**config.mk**
```make
export PLATFORM = sky130hd
export DESIGN_NAME = cotp_regs
export DESIGN_NICKNAME = d
export VERILOG_FILES = /design/src/design/cotp_fifo.v /design/src/design/cotp_regs.v
export VERILOG_INCLUDE_DIRS = /design/src /design/src/design
export SDC_FILE = /design/constraint.sdc
export NUM_CORES = 1
export LEC_CHECK = 0
export ABC_AREA = 1
export BUFFER_PORTS_ARGS = -buffer_cell sky130_fd_sc_hd__buf_2
export CORE_MARGIN = 4
export CORE_UTILIZATION = 55
export CTS_CLUSTER_SIZE = 16
export DETAILED_ROUTE_END_ITERATION = 12
export HOLD_SLACK_MARGIN = 0.06
export PLACE_DENSITY = 0.75
export REMOVE_ABC_BUFFERS = 1
export SYNTH_ARGS = -nofsm -noshare
export SYNTH_HDL_FRONTEND = slang
export SYNTH_SLANG_ARGS = --single-unit
```
**constraint.sdc**
```tcl
create_clock -name sys_clk -period 4.5 [get_ports sys_clk]
set_input_delay 0.225 -clock sys_clk [delete_from_list [all_inputs] [get_ports sys_clk]]
set_output_delay 0.225 -clock sys_clk [all_outputs]
set_load 0.05 [all_outputs]
```
**src/design/cotp_defs.vh**
```
// Register offsets, field positions, reset values and timing for the
// calibration / nonvolatile / waveform RAM register bank.
// Assumes an 8-bit register address and 8-bit data from the serial front end.
`ifndef COTP_DEFS_VH
`define COTP_DEFS_VH

// Register offsets
`define COTP_OFF_CAL_NVM        8'h1e
`define COTP_OFF_SUPPLY         8'h21
`define COTP_OFF_PERIOD         8'h22
`define COTP_OFF_PTR_HIGH       8'hfd
`define COTP_OFF_PTR_LOW        8'hfe
`define COTP_OFF_RAM_DATA       8'hff

// Calibration and nonvolatile control fields
`define COTP_CAL_TIME_HI        5
`define COTP_CAL_TIME_LO        4
`define COTP_NVM_STATUS_BIT     2
`define COTP_NVM_LAUNCH_BIT     0
`define COTP_CAL_TIME_RST       2'h2

// Nonvolatile image: configuration registers copied on launch
`define COTP_NVM_FIRST          8'h16
`define COTP_NVM_LAST           8'h1a
`define COTP_NVM_LEN            3'h5

// Calibration window minimum and maximum, in ms, per code
`define COTP_CAL_MIN_MS0        150
`define COTP_CAL_MIN_MS1        250
`define COTP_CAL_MIN_MS2        500
`define COTP_CAL_MIN_MS3        1000
`define COTP_CAL_MAX_MS0        350
`define COTP_CAL_MAX_MS1        450
`define COTP_CAL_MAX_MS2        700
`define COTP_CAL_MAX_MS3        1200

// Measurement scales: supply is code*5.6V/255, period step 98.46 us
`define COTP_SUPPLY_FULL_MV     5600
`define COTP_SUPPLY_CODES       255
`define COTP_PERIOD_STEP_NS     98460

// Reset values
`define COTP_RST_BYTE           8'h00

// FIFO geometry for the RAM write path
`define COTP_FIFO_WIDTH         24
`define COTP_FIFO_DEPTH         8
`define COTP_FIFO_AW            3

`endif

```
**src/design/cotp_fifo.v**
```verilog
// Small synchronous FIFO with valid/ready on both sides.
// Assumes a single clock and a synchronous active-high reset.
`timescale 1ns/100ps
`default_nettype none

module cotp_fifo #(
    parameter WIDTH = 24,
    parameter DEPTH = 8,
    parameter AW    = 3
) (
    input  wire             sys_clk,
    input  wire             srst,
    input  wire             in_valid,
    output wire             in_ready,
    input  wire [WIDTH-1:0] in_data,
    output wire             out_valid,
    input  wire             out_ready,
    output wire [WIDTH-1:0] out_data
);

    reg [WIDTH-1:0] mem [0:DEPTH-1];
    reg [AW-1:0]    wr_ptr_q;
    reg [AW-1:0]    rd_ptr_q;
    reg [AW:0]      count_q;
    wire            push;
    wire            pop;

    ////////////////////////////////////////////////////////////////////////
    // Honest flags: full when count reaches depth, empty when zero
    assign in_ready  = (count_q != DEPTH[AW:0]);
    assign out_valid = (count_q != {(AW+1){1'b0}});
    assign push      = in_valid & in_ready;
    assign pop       = out_valid & out_ready;
    assign out_data  = mem[rd_ptr_q];

    // Storage has no reset; only pointers and count need a defined state
    always @(posedge sys_clk) begin
        if (push) begin
            mem[wr_ptr_q] <= in_data;
        end
    end

    // Pointers and occupancy
    always @(posedge sys_clk) begin
        if (srst) begin
            wr_ptr_q <= {AW{1'b0}};
            rd_ptr_q <= {AW{1'b0}};
            count_q  <= {(AW+1){1'b0}};
        end else begin
            if (push) begin
                wr_ptr_q <= wr_ptr_q + {{(AW-1){1'b0}}, 1'b1};
            end
            if (pop) begin
                rd_ptr_q <= rd_ptr_q + {{(AW-1){1'b0}}, 1'b1};
            end
            if (push && !pop) begin
                count_q <= count_q + {{AW{1'b0}}, 1'b1};
            end else if (pop && !push) begin
                count_q <= count_q - {{AW{1'b0}}, 1'b1};
            end
        end
    end

endmodule

`default_nettype wire

```
**src/design/cotp_regs.v**
```verilog
// Register bank for calibration time, nonvolatile image control, live
// measurement readback and the indirect waveform RAM write port.
// Assumes a serial front end presents one-cycle byte write and read strobes
// with an 8-bit register offset, all synchronous to sys_clk.
//
// Functional notes
// - Two-bit calibration time, reset code two
// - Nonvolatile status bit two, set once programmed
// - Launch bit copies registers 0x16..0x1a out
// - Nonvolatile programming happens only once ever; srst clears the status bit, so after reset only the strap blocks a second copy
// - Supply code captured only while driving
// - Period code updated only while driving
// - RAM writes start at high:low pointer
// - Each data byte accepted while the FIFO has room is stored, pointer increments
`timescale 1ns/100ps
`default_nettype none
`include "cotp_defs.vh"

module cotp_regs (
    input  wire        sys_clk,
    input  wire        srst,
    input  wire        reg_wr,
    input  wire        reg_rd,
    input  wire [7:0]  reg_addr,
    input  wire [7:0]  reg_wdata,
    output reg  [7:0]  reg_rdata,
    output wire        reg_wr_ready,
    input  wire        nvm_already_programmed,
    input  wire [7:0]  cfg_image_byte,
    output reg  [2:0]  cfg_image_index,
    output reg         nvm_prog_valid,
    output reg  [7:0]  nvm_prog_addr,
    output reg  [7:0]  nvm_prog_data,
    input  wire        nvm_prog_ready,
    output wire        nvm_busy,
    output wire [1:0]  cal_time_code,
    input  wire        wave_active,
    input  wire [7:0]  supply_sample,
    input  wire [7:0]  resonator_period_sample,
    output wire        wave_mem_wr,
    output wire [15:0] wave_mem_addr,
    output wire [7:0]  wave_mem_data,
    input  wire        wave_mem_ready
);

    // Nonvolatile sequencer states, one-hot
    localparam [2:0] NV_IDLE = 3'b001;
    localparam [2:0] NV_COPY = 3'b010;
    localparam [2:0] NV_DONE = 3'b100;

    reg [1:0]  cal_time_q;
    reg        nvm_status_q;
    reg        nvm_seen_q;
    reg [2:0]  nv_state_q;
    reg [2:0]  nv_state_d;
    reg [7:0]  supply_level_q;
    reg [7:0]  resonator_period_code_q;
    reg [7:0]  wave_mem_ptr_high_q;
    reg [7:0]  wave_mem_ptr_low_q;
    reg [7:0]  ram_data_q;
    wire       wr_ctl;
    wire       wr_data;
    wire       fifo_in_ready;
    wire [23:0] fifo_out;

    ////////////////////////////////////////////////////////////////////////
    // Decode
    assign wr_ctl        = reg_wr & (reg_addr == `COTP_OFF_CAL_NVM);
    assign wr_data       = reg_wr & (reg_addr == `COTP_OFF_RAM_DATA);
    assign cal_time_code = cal_time_q;
    assign nvm_busy      = nv_state_q[1];
    // Ready drops whenever the FIFO is full, whatever the offset; only a data byte is refused, other registers are always accepted
    assign reg_wr_ready  = fifo_in_ready;

    always @(posedge sys_clk) begin
        if (srst) begin
            cal_time_q <= `COTP_CAL_TIME_RST;
        end else if (wr_ctl) begin
            cal_time_q <= reg_wdata[`COTP_CAL_TIME_HI:`COTP_CAL_TIME_LO];
        end
    end

    ////////////////////////////////////////////////////////////////////////
    // Nonvolatile sequencer: walks the five image bytes out to the memory
    always @* begin
        case (nv_state_q)
            NV_IDLE: begin
                // launch refused once programmed
                // The strap is honoured in its own cycle too, before status catches it
                if (wr_ctl && reg_wdata[`COTP_NVM_LAUNCH_BIT] && !nvm_status_q
                        && !(!nvm_seen_q && nvm_already_programmed)) begin
                    nv_state_d = NV_COPY;
                end else begin
                    nv_state_d = NV_IDLE;
                end
            end
            NV_COPY: begin
                if (nvm_prog_valid && nvm_prog_ready
                        && cfg_image_index == `COTP_NVM_LEN - 3'h1) begin
                    nv_state_d = NV_DONE;
                end else begin
                    nv_state_d = NV_COPY;
                end
            end
            NV_DONE: begin
                nv_state_d = NV_IDLE;
            end
            default: begin
                nv_state_d = NV_IDLE;
            end
        endcase
    end

    // copy registers 0x16..0x1a
    // Each byte is loaded from the index before it is offered, so address
    // and data never lag the index; costs one idle cycle per byte
    always @(posedge sys_clk) begin
        if (srst) begin
            nv_state_q      <= NV_IDLE;
            cfg_image_index <= 3'h0;
            nvm_prog_valid  <= 1'b0;
            nvm_prog_addr   <= `COTP_RST_BYTE;
            nvm_prog_data   <= `COTP_RST_BYTE;
        end else begin
            nv_state_q <= nv_state_d;
            if (nv_state_q != NV_COPY) begin
                cfg_image_index <= 3'h0;
                nvm_prog_valid  <= 1'b0;
            end else if (!nvm_prog_valid) begin
                nvm_prog_addr  <= `COTP_NVM_FIRST + {5'h00, cfg_image_index};
                nvm_prog_data  <= cfg_image_byte;
                nvm_prog_valid <= 1'b1;
            end else if (nvm_prog_ready) begin
                cfg_image_index <= cfg_image_index + 3'h1;
                nvm_prog_valid  <= 1'b0;
            end
        end
    end

    // status bit sticky, strap caught after reset release
    always @(posedge sys_clk) begin
        if (srst) begin
            nvm_status_q <= 1'b0;
            nvm_seen_q   <= 1'b0;
        end else begin
            nvm_seen_q <= 1'b1;
            if (!nvm_seen_q && nvm_already_programmed) begin
                nvm_status_q <= 1'b1;
            end else if (nv_state_q == NV_DONE) begin
                nvm_status_q <= 1'b1;
            end
        end
    end

    ////////////////////////////////////////////////////////////////////////
    // supply capture while driving
    always @(posedge sys_clk) begin
        if (srst) begin
            supply_level_q          <= `COTP_RST_BYTE;
            resonator_period_code_q <= `COTP_RST_BYTE;
        end else if (wave_active) begin
            supply_level_q          <= supply_sample;
            resonator_period_code_q <= resonator_period_sample;
        end
    end

    ////////////////////////////////////////////////////////////////////////
    // pointer registers written by host
    always @(posedge sys_clk) begin
        if (srst) begin
            wave_mem_ptr_high_q <= `COTP_RST_BYTE;
            wave_mem_ptr_low_q  <= `COTP_RST_BYTE;
            ram_data_q          <= `COTP_RST_BYTE;
        end else if (wr_data && fifo_in_ready) begin
            {wave_mem_ptr_high_q, wave_mem_ptr_low_q} <=
                {wave_mem_ptr_high_q, wave_mem_ptr_low_q} + 16'h0001;
            ram_data_q <= reg_wdata;
        end else if (reg_wr && reg_addr == `COTP_OFF_PTR_HIGH) begin
            wave_mem_ptr_high_q <= reg_wdata;
        end else if (reg_wr && reg_addr == `COTP_OFF_PTR_LOW) begin
            wave_mem_ptr_low_q <= reg_wdata;
        end
    end

    // Buffer decouples host byte rate from the RAM's write acceptance
    cotp_fifo #(
        .WIDTH (`COTP_FIFO_WIDTH),
        .DEPTH (`COTP_FIFO_DEPTH),
        .AW    (`COTP_FIFO_AW)
    ) u_fifo (
        .sys_clk   (sys_clk),
        .srst      (srst),
        .in_valid  (wr_data),
        .in_ready  (fifo_in_ready),
        .in_data   ({wave_mem_ptr_high_q, wave_mem_ptr_low_q, reg_wdata}),
        .out_valid (wave_mem_wr),
        .out_ready (wave_mem_ready),
        .out_data  (fifo_out)
    );

    assign wave_mem_addr = fifo_out[23:8];
    assign wave_mem_data = fifo_out[7:0];

    ////////////////////////////////////////////////////////////////////////
    // Read data registered one cycle after the strobe
    // reserved bits read zero
    always @(posedge sys_clk) begin
        if (srst) begin
            reg_rdata <= `COTP_RST_BYTE;
        end else if (reg_rd) begin
            case (reg_addr)
                `COTP_OFF_CAL_NVM: reg_rdata <= {2'b00, cal_time_q, 1'b0, nvm_status_q, 2'b00};
                `COTP_OFF_SUPPLY:  reg_rdata <= supply_level_q;
                `COTP_OFF_PERIOD:  reg_rdata <= resonator_period_code_q;
                `COTP_OFF_PTR_HIGH: reg_rdata <= wave_mem_ptr_high_q;
                `COTP_OFF_PTR_LOW: reg_rdata <= wave_mem_ptr_low_q;
                `COTP_OFF_RAM_DATA: reg_rdata <= ram_data_q;
                default:           reg_rdata <= `COTP_RST_BYTE;
            endcase
        end
    end

endmodule

`default_nettype wire

```
==> impl_metrics.json <==
{
  "cp-endpoint": "wave_mem_addr[0]",
  "drive_gt1_share_pct": 14.41,
  "pwr-share-clk_pct": 33.3,
  "cts_sinks": 277,
  "die_area_um2": 23580,
  "die_height_um": 153.6,
  "cp.required_ns": 4.28,
  "final_common_cell": "nor2_1",
  "routedWlPerCell_um": 16.90,
  "path_class": "reg -> out",
  "drt_first_iter_violations": 738,
  "slew_viol_final": 0,
  "switching_share_pct": 34.44,
  "ys_seq_area_share_pct": 64.07,
  "post-route-period-util_pct": 69.98,
  "pre_cts_slack_ns": 1.705,
  "worstPathMaxFanout": 60,
  "cts-hold-fix-buffers": 34,
  "p_leak_nw": 5.397,
  "grt_pass1_wl_um": 43310,
  "async_flop_share_pct": 0,
  "outcome": "finished clean",
  "htreeDepth": 1,
  "avgSynthCellArea_um2": 9.996,
  "hp-class": "in -> reg",
  "route.detailed.drc": 0,
  "grt_setup_unrepaired": "no",
  "reg2reg_depth": 8,
  "numCtsBuffers": 28,
  "maxCapViolCount": 0,
  "ys_types": 35,
  "synth_cells": 1166,
  "clkLatencyLatePin_ns": 0.54,
  "crit_top_cell": "nand2_1",
  "n_antenna_cell": 0,
  "num_rows": 52,
  "gp_congestion": 0.8384,
  "wl_um": 26740,
  "ys_ff_latch": 277,
  "r2r_start": "u_fifo.count_q[0]$_SDFFE_PP0P_",
  "ys_warn_count": 0,
  "powerDensity_nw_per_um2": 523.7,
  "pwr-share-seq_pct": 39.3,
  "cts_tree": "built",
  "grt_use_total_pct": 22.27,
  "finalHoldViolations": 0,
  "fmax_ghz": 0.3175,
  "start_util_pct": 56.69,
  "grt_max_degree": 97,
  "irDropWorstVdd_uv": 341.2,
  "slew_headroom_pct": 30.38,
  "switchingPower_w": 0.002472,
  "worst_pin_slew_ns": 1.043,
  "finalCriticalPeriod_ns": 3.149,
  "clock-root-buffer": "clkbuf_16",
  "cp-start-kind": "flop",
  "place.detailed.hpwl_um": 16180,
  "cts_resized": 0,
  "numPortBuffers": 101,
  "worst_slack_ns": 1.351,
  "crit_slowest_cell": "dfxtp_2",
  "synth_edf_count": 192,
  "vias": 8755,
  "grt_pass1_vias": 8592,
  "antenna_left": 0,
  "finalClockSkew_ns": 0.01423,
  "comb_power_share_pct": 27.3,
  "die_w_um": 153.6,
  "overflow": 0,
  "crit_arrival_ns": 2.92,
  "cts.reportedPaths.clkPinSlew_ns": 0.06,
  "placed_area_um2": 12380,
  "viasPerCell": 5.534,
  "layout_common_cells": "nor2_1 (240), edfxtp_1 (192), nand2_1 (189), buf_2 (101), o21ai_0 (96)",
  "r2r_end": "u_fifo.mem[5][20]$_DFFE_PP_",
  "design.portCount": 105,
  "setup_violations": 0,
  "slowest_delay_ns": 0.76,
  "intPower_w": 0.004706,
  "nNetsFinal": 1348,
  "placeableCoreArea_um2": 20560,
  "grt_antenna_before_repair": 0,
  "reg2reg_setup_slack_ns": 1.94,
  "utilization_pct": 66.66,
  "synth_flop_cell": "edfxtp_1",
  "path_cells": "buf_4, o21ai_0, o32ai_1, nand2_1, nand2_1, buf_2",
  "final_area_um2": 13710,
  "endpoint_kind": "output pin",
  "drtPass1Iterations": 6,
  "syn-cell-area_um2": 11650,
  "clockBufferDepth": 3,
  "areaGrowthSynthToFinish_pct": 17.59,
  "cts_setup_buffers": 0
}
## Yosys cell counts, types with 2 or more instances
library cell / n / area [um^2]
nor2_1: 240 / 900.9
o21bai_1: 2 / 15.01
nor3_1: 13 / 65.06
o21ai_1: 16 / 80.08
buf_4: 4 / 30.03
buf_1: 4 / 15.01
buf_6: 3 / 33.78
nand3_1: 74 / 370.4
nor2_4: 5 / 56.30
clkinv_1: 3 / 11.26
clkbuf_1: 29 / 108.9
nand4_1: 6 / 37.54
xnor2_1: 3 / 26.28
nand2_1: 189 / 709.4
buf_2: 17 / 85.08
dfxtp_1: 85 / 1702
a21oi_1: 37 / 185.2
o21ai_0: 96 / 480.5
o32ai_1: 48 / 420.4
xor2_1: 4 / 35.03
ha_1: 9 / 112.6
inv_1: 74 / 277.8
nor2_2: 2 / 12.51
edfxtp_1: 192 / 5766
## metrics by stage
step	hold slack, ns	power (W)	cells	setup TNS [ns]
6_report	0.07917	0.007177	1582	0
2_1_floorplan	0.2941	0.004330	1110	-8.068
3_5_place_dp	0.4515	0.004810	1496	0
4_1_cts	0.06540	0.007220	1582	0
5_1_grt	0.06537	0.007535	1582	0
3_3_place_gp	0.4462	0.004780	1496	0
## power groups by stage
stage	logic, W	clock network [W]	registers, W
floorplan	0.00137	0	0.00296
global placement	0.00190	0	0.00288
detailed placement	0.00193	0	0.00288
CTS	0.00197	0.00243	0.00282
global route	0.00215	0.00255	0.00283
finish	0.00196	0.00239	0.00282
## area by class of cell
class / instances / area (um^2)
clock buffer: 36 / 802.0
multi-input combinational: 755 / 3665
inverter: 78 / 292.8
tap: 270 / 337.8
timing repair buffer: 150 / 958.4
sequential: 277 / 7470
clock inverter: 16 / 180.2
fill: 1553 / 6854
## how the worst min path moves through the flow
stage                                           from                                      end  slack (ns)  cells past startpoint
final                                   reg_wdata[1]               u_fifo.mem[0][1]$_DFFE_PP_        0.08                      1
after detailed placement  resonator_period_sample[7]  resonator_period_code_q[7]$_SDFFE_PP0P_        0.45                      3
after global routing                            srst            nvm_prog_addr[4]$_SDFFE_PP0P_        0.07                      2
after global placement             cfg_image_byte[1]            nvm_prog_data[1]$_SDFFE_PP0P_        0.45                      3
after CTS                                       srst           u_fifo.count_q[0]$_SDFFE_PP0P_        0.07                      2
after floorplan                                 srst                nvm_status_q$_SDFFE_PP0P_        0.29                      1
## layer usage
metal  vias to the layer above  GRT usage [%]  share of wire [%]
met2                       346          37.83                 48
met3                        54          3.850                7.5
met5                         -              0                  0
li1                       4247              -                  -
met4                         0          6.308                2.3
met1                      4108          29.77                 43
## critical path: cells and delay by family, from the launching register on
family	cells	cell delay, ns
buffers and inverters	2	0.91
AND/OR/NAND/NOR	2	0.24
AO/OA/AOI/OAI	2	0.44
flip-flops	1	0.76
## registers in the layout, indices dropped and copies added (netlist names), 2 cells and up, named ones only
signal                   flops
u_fifo.mem                 192
nvm_prog_data                8
ram_data_q                   8
reg_rdata                    8
resonator_period_code_q      8
supply_level_q               8
wave_mem_ptr_high_q          8
wave_mem_ptr_low_q           8
nvm_prog_addr                5
u_fifo.count_q               4
cfg_image_index              3
nv_state_q                   3
u_fifo.rd_ptr_q              3
u_fifo.wr_ptr_q              3
cal_time_code                2
## cells by family after synthesis
group,synth area share (%)
AO/OA/AOI/OAI,10.19
XOR/XNOR,0.5260
adder cells (fa/ha/maj),1.138
buffers and inverters,4.895
flip-flops,64.07
other,0.03218
AND/OR/NAND/NOR,19.15
Power figures use the tool's default switching activity.
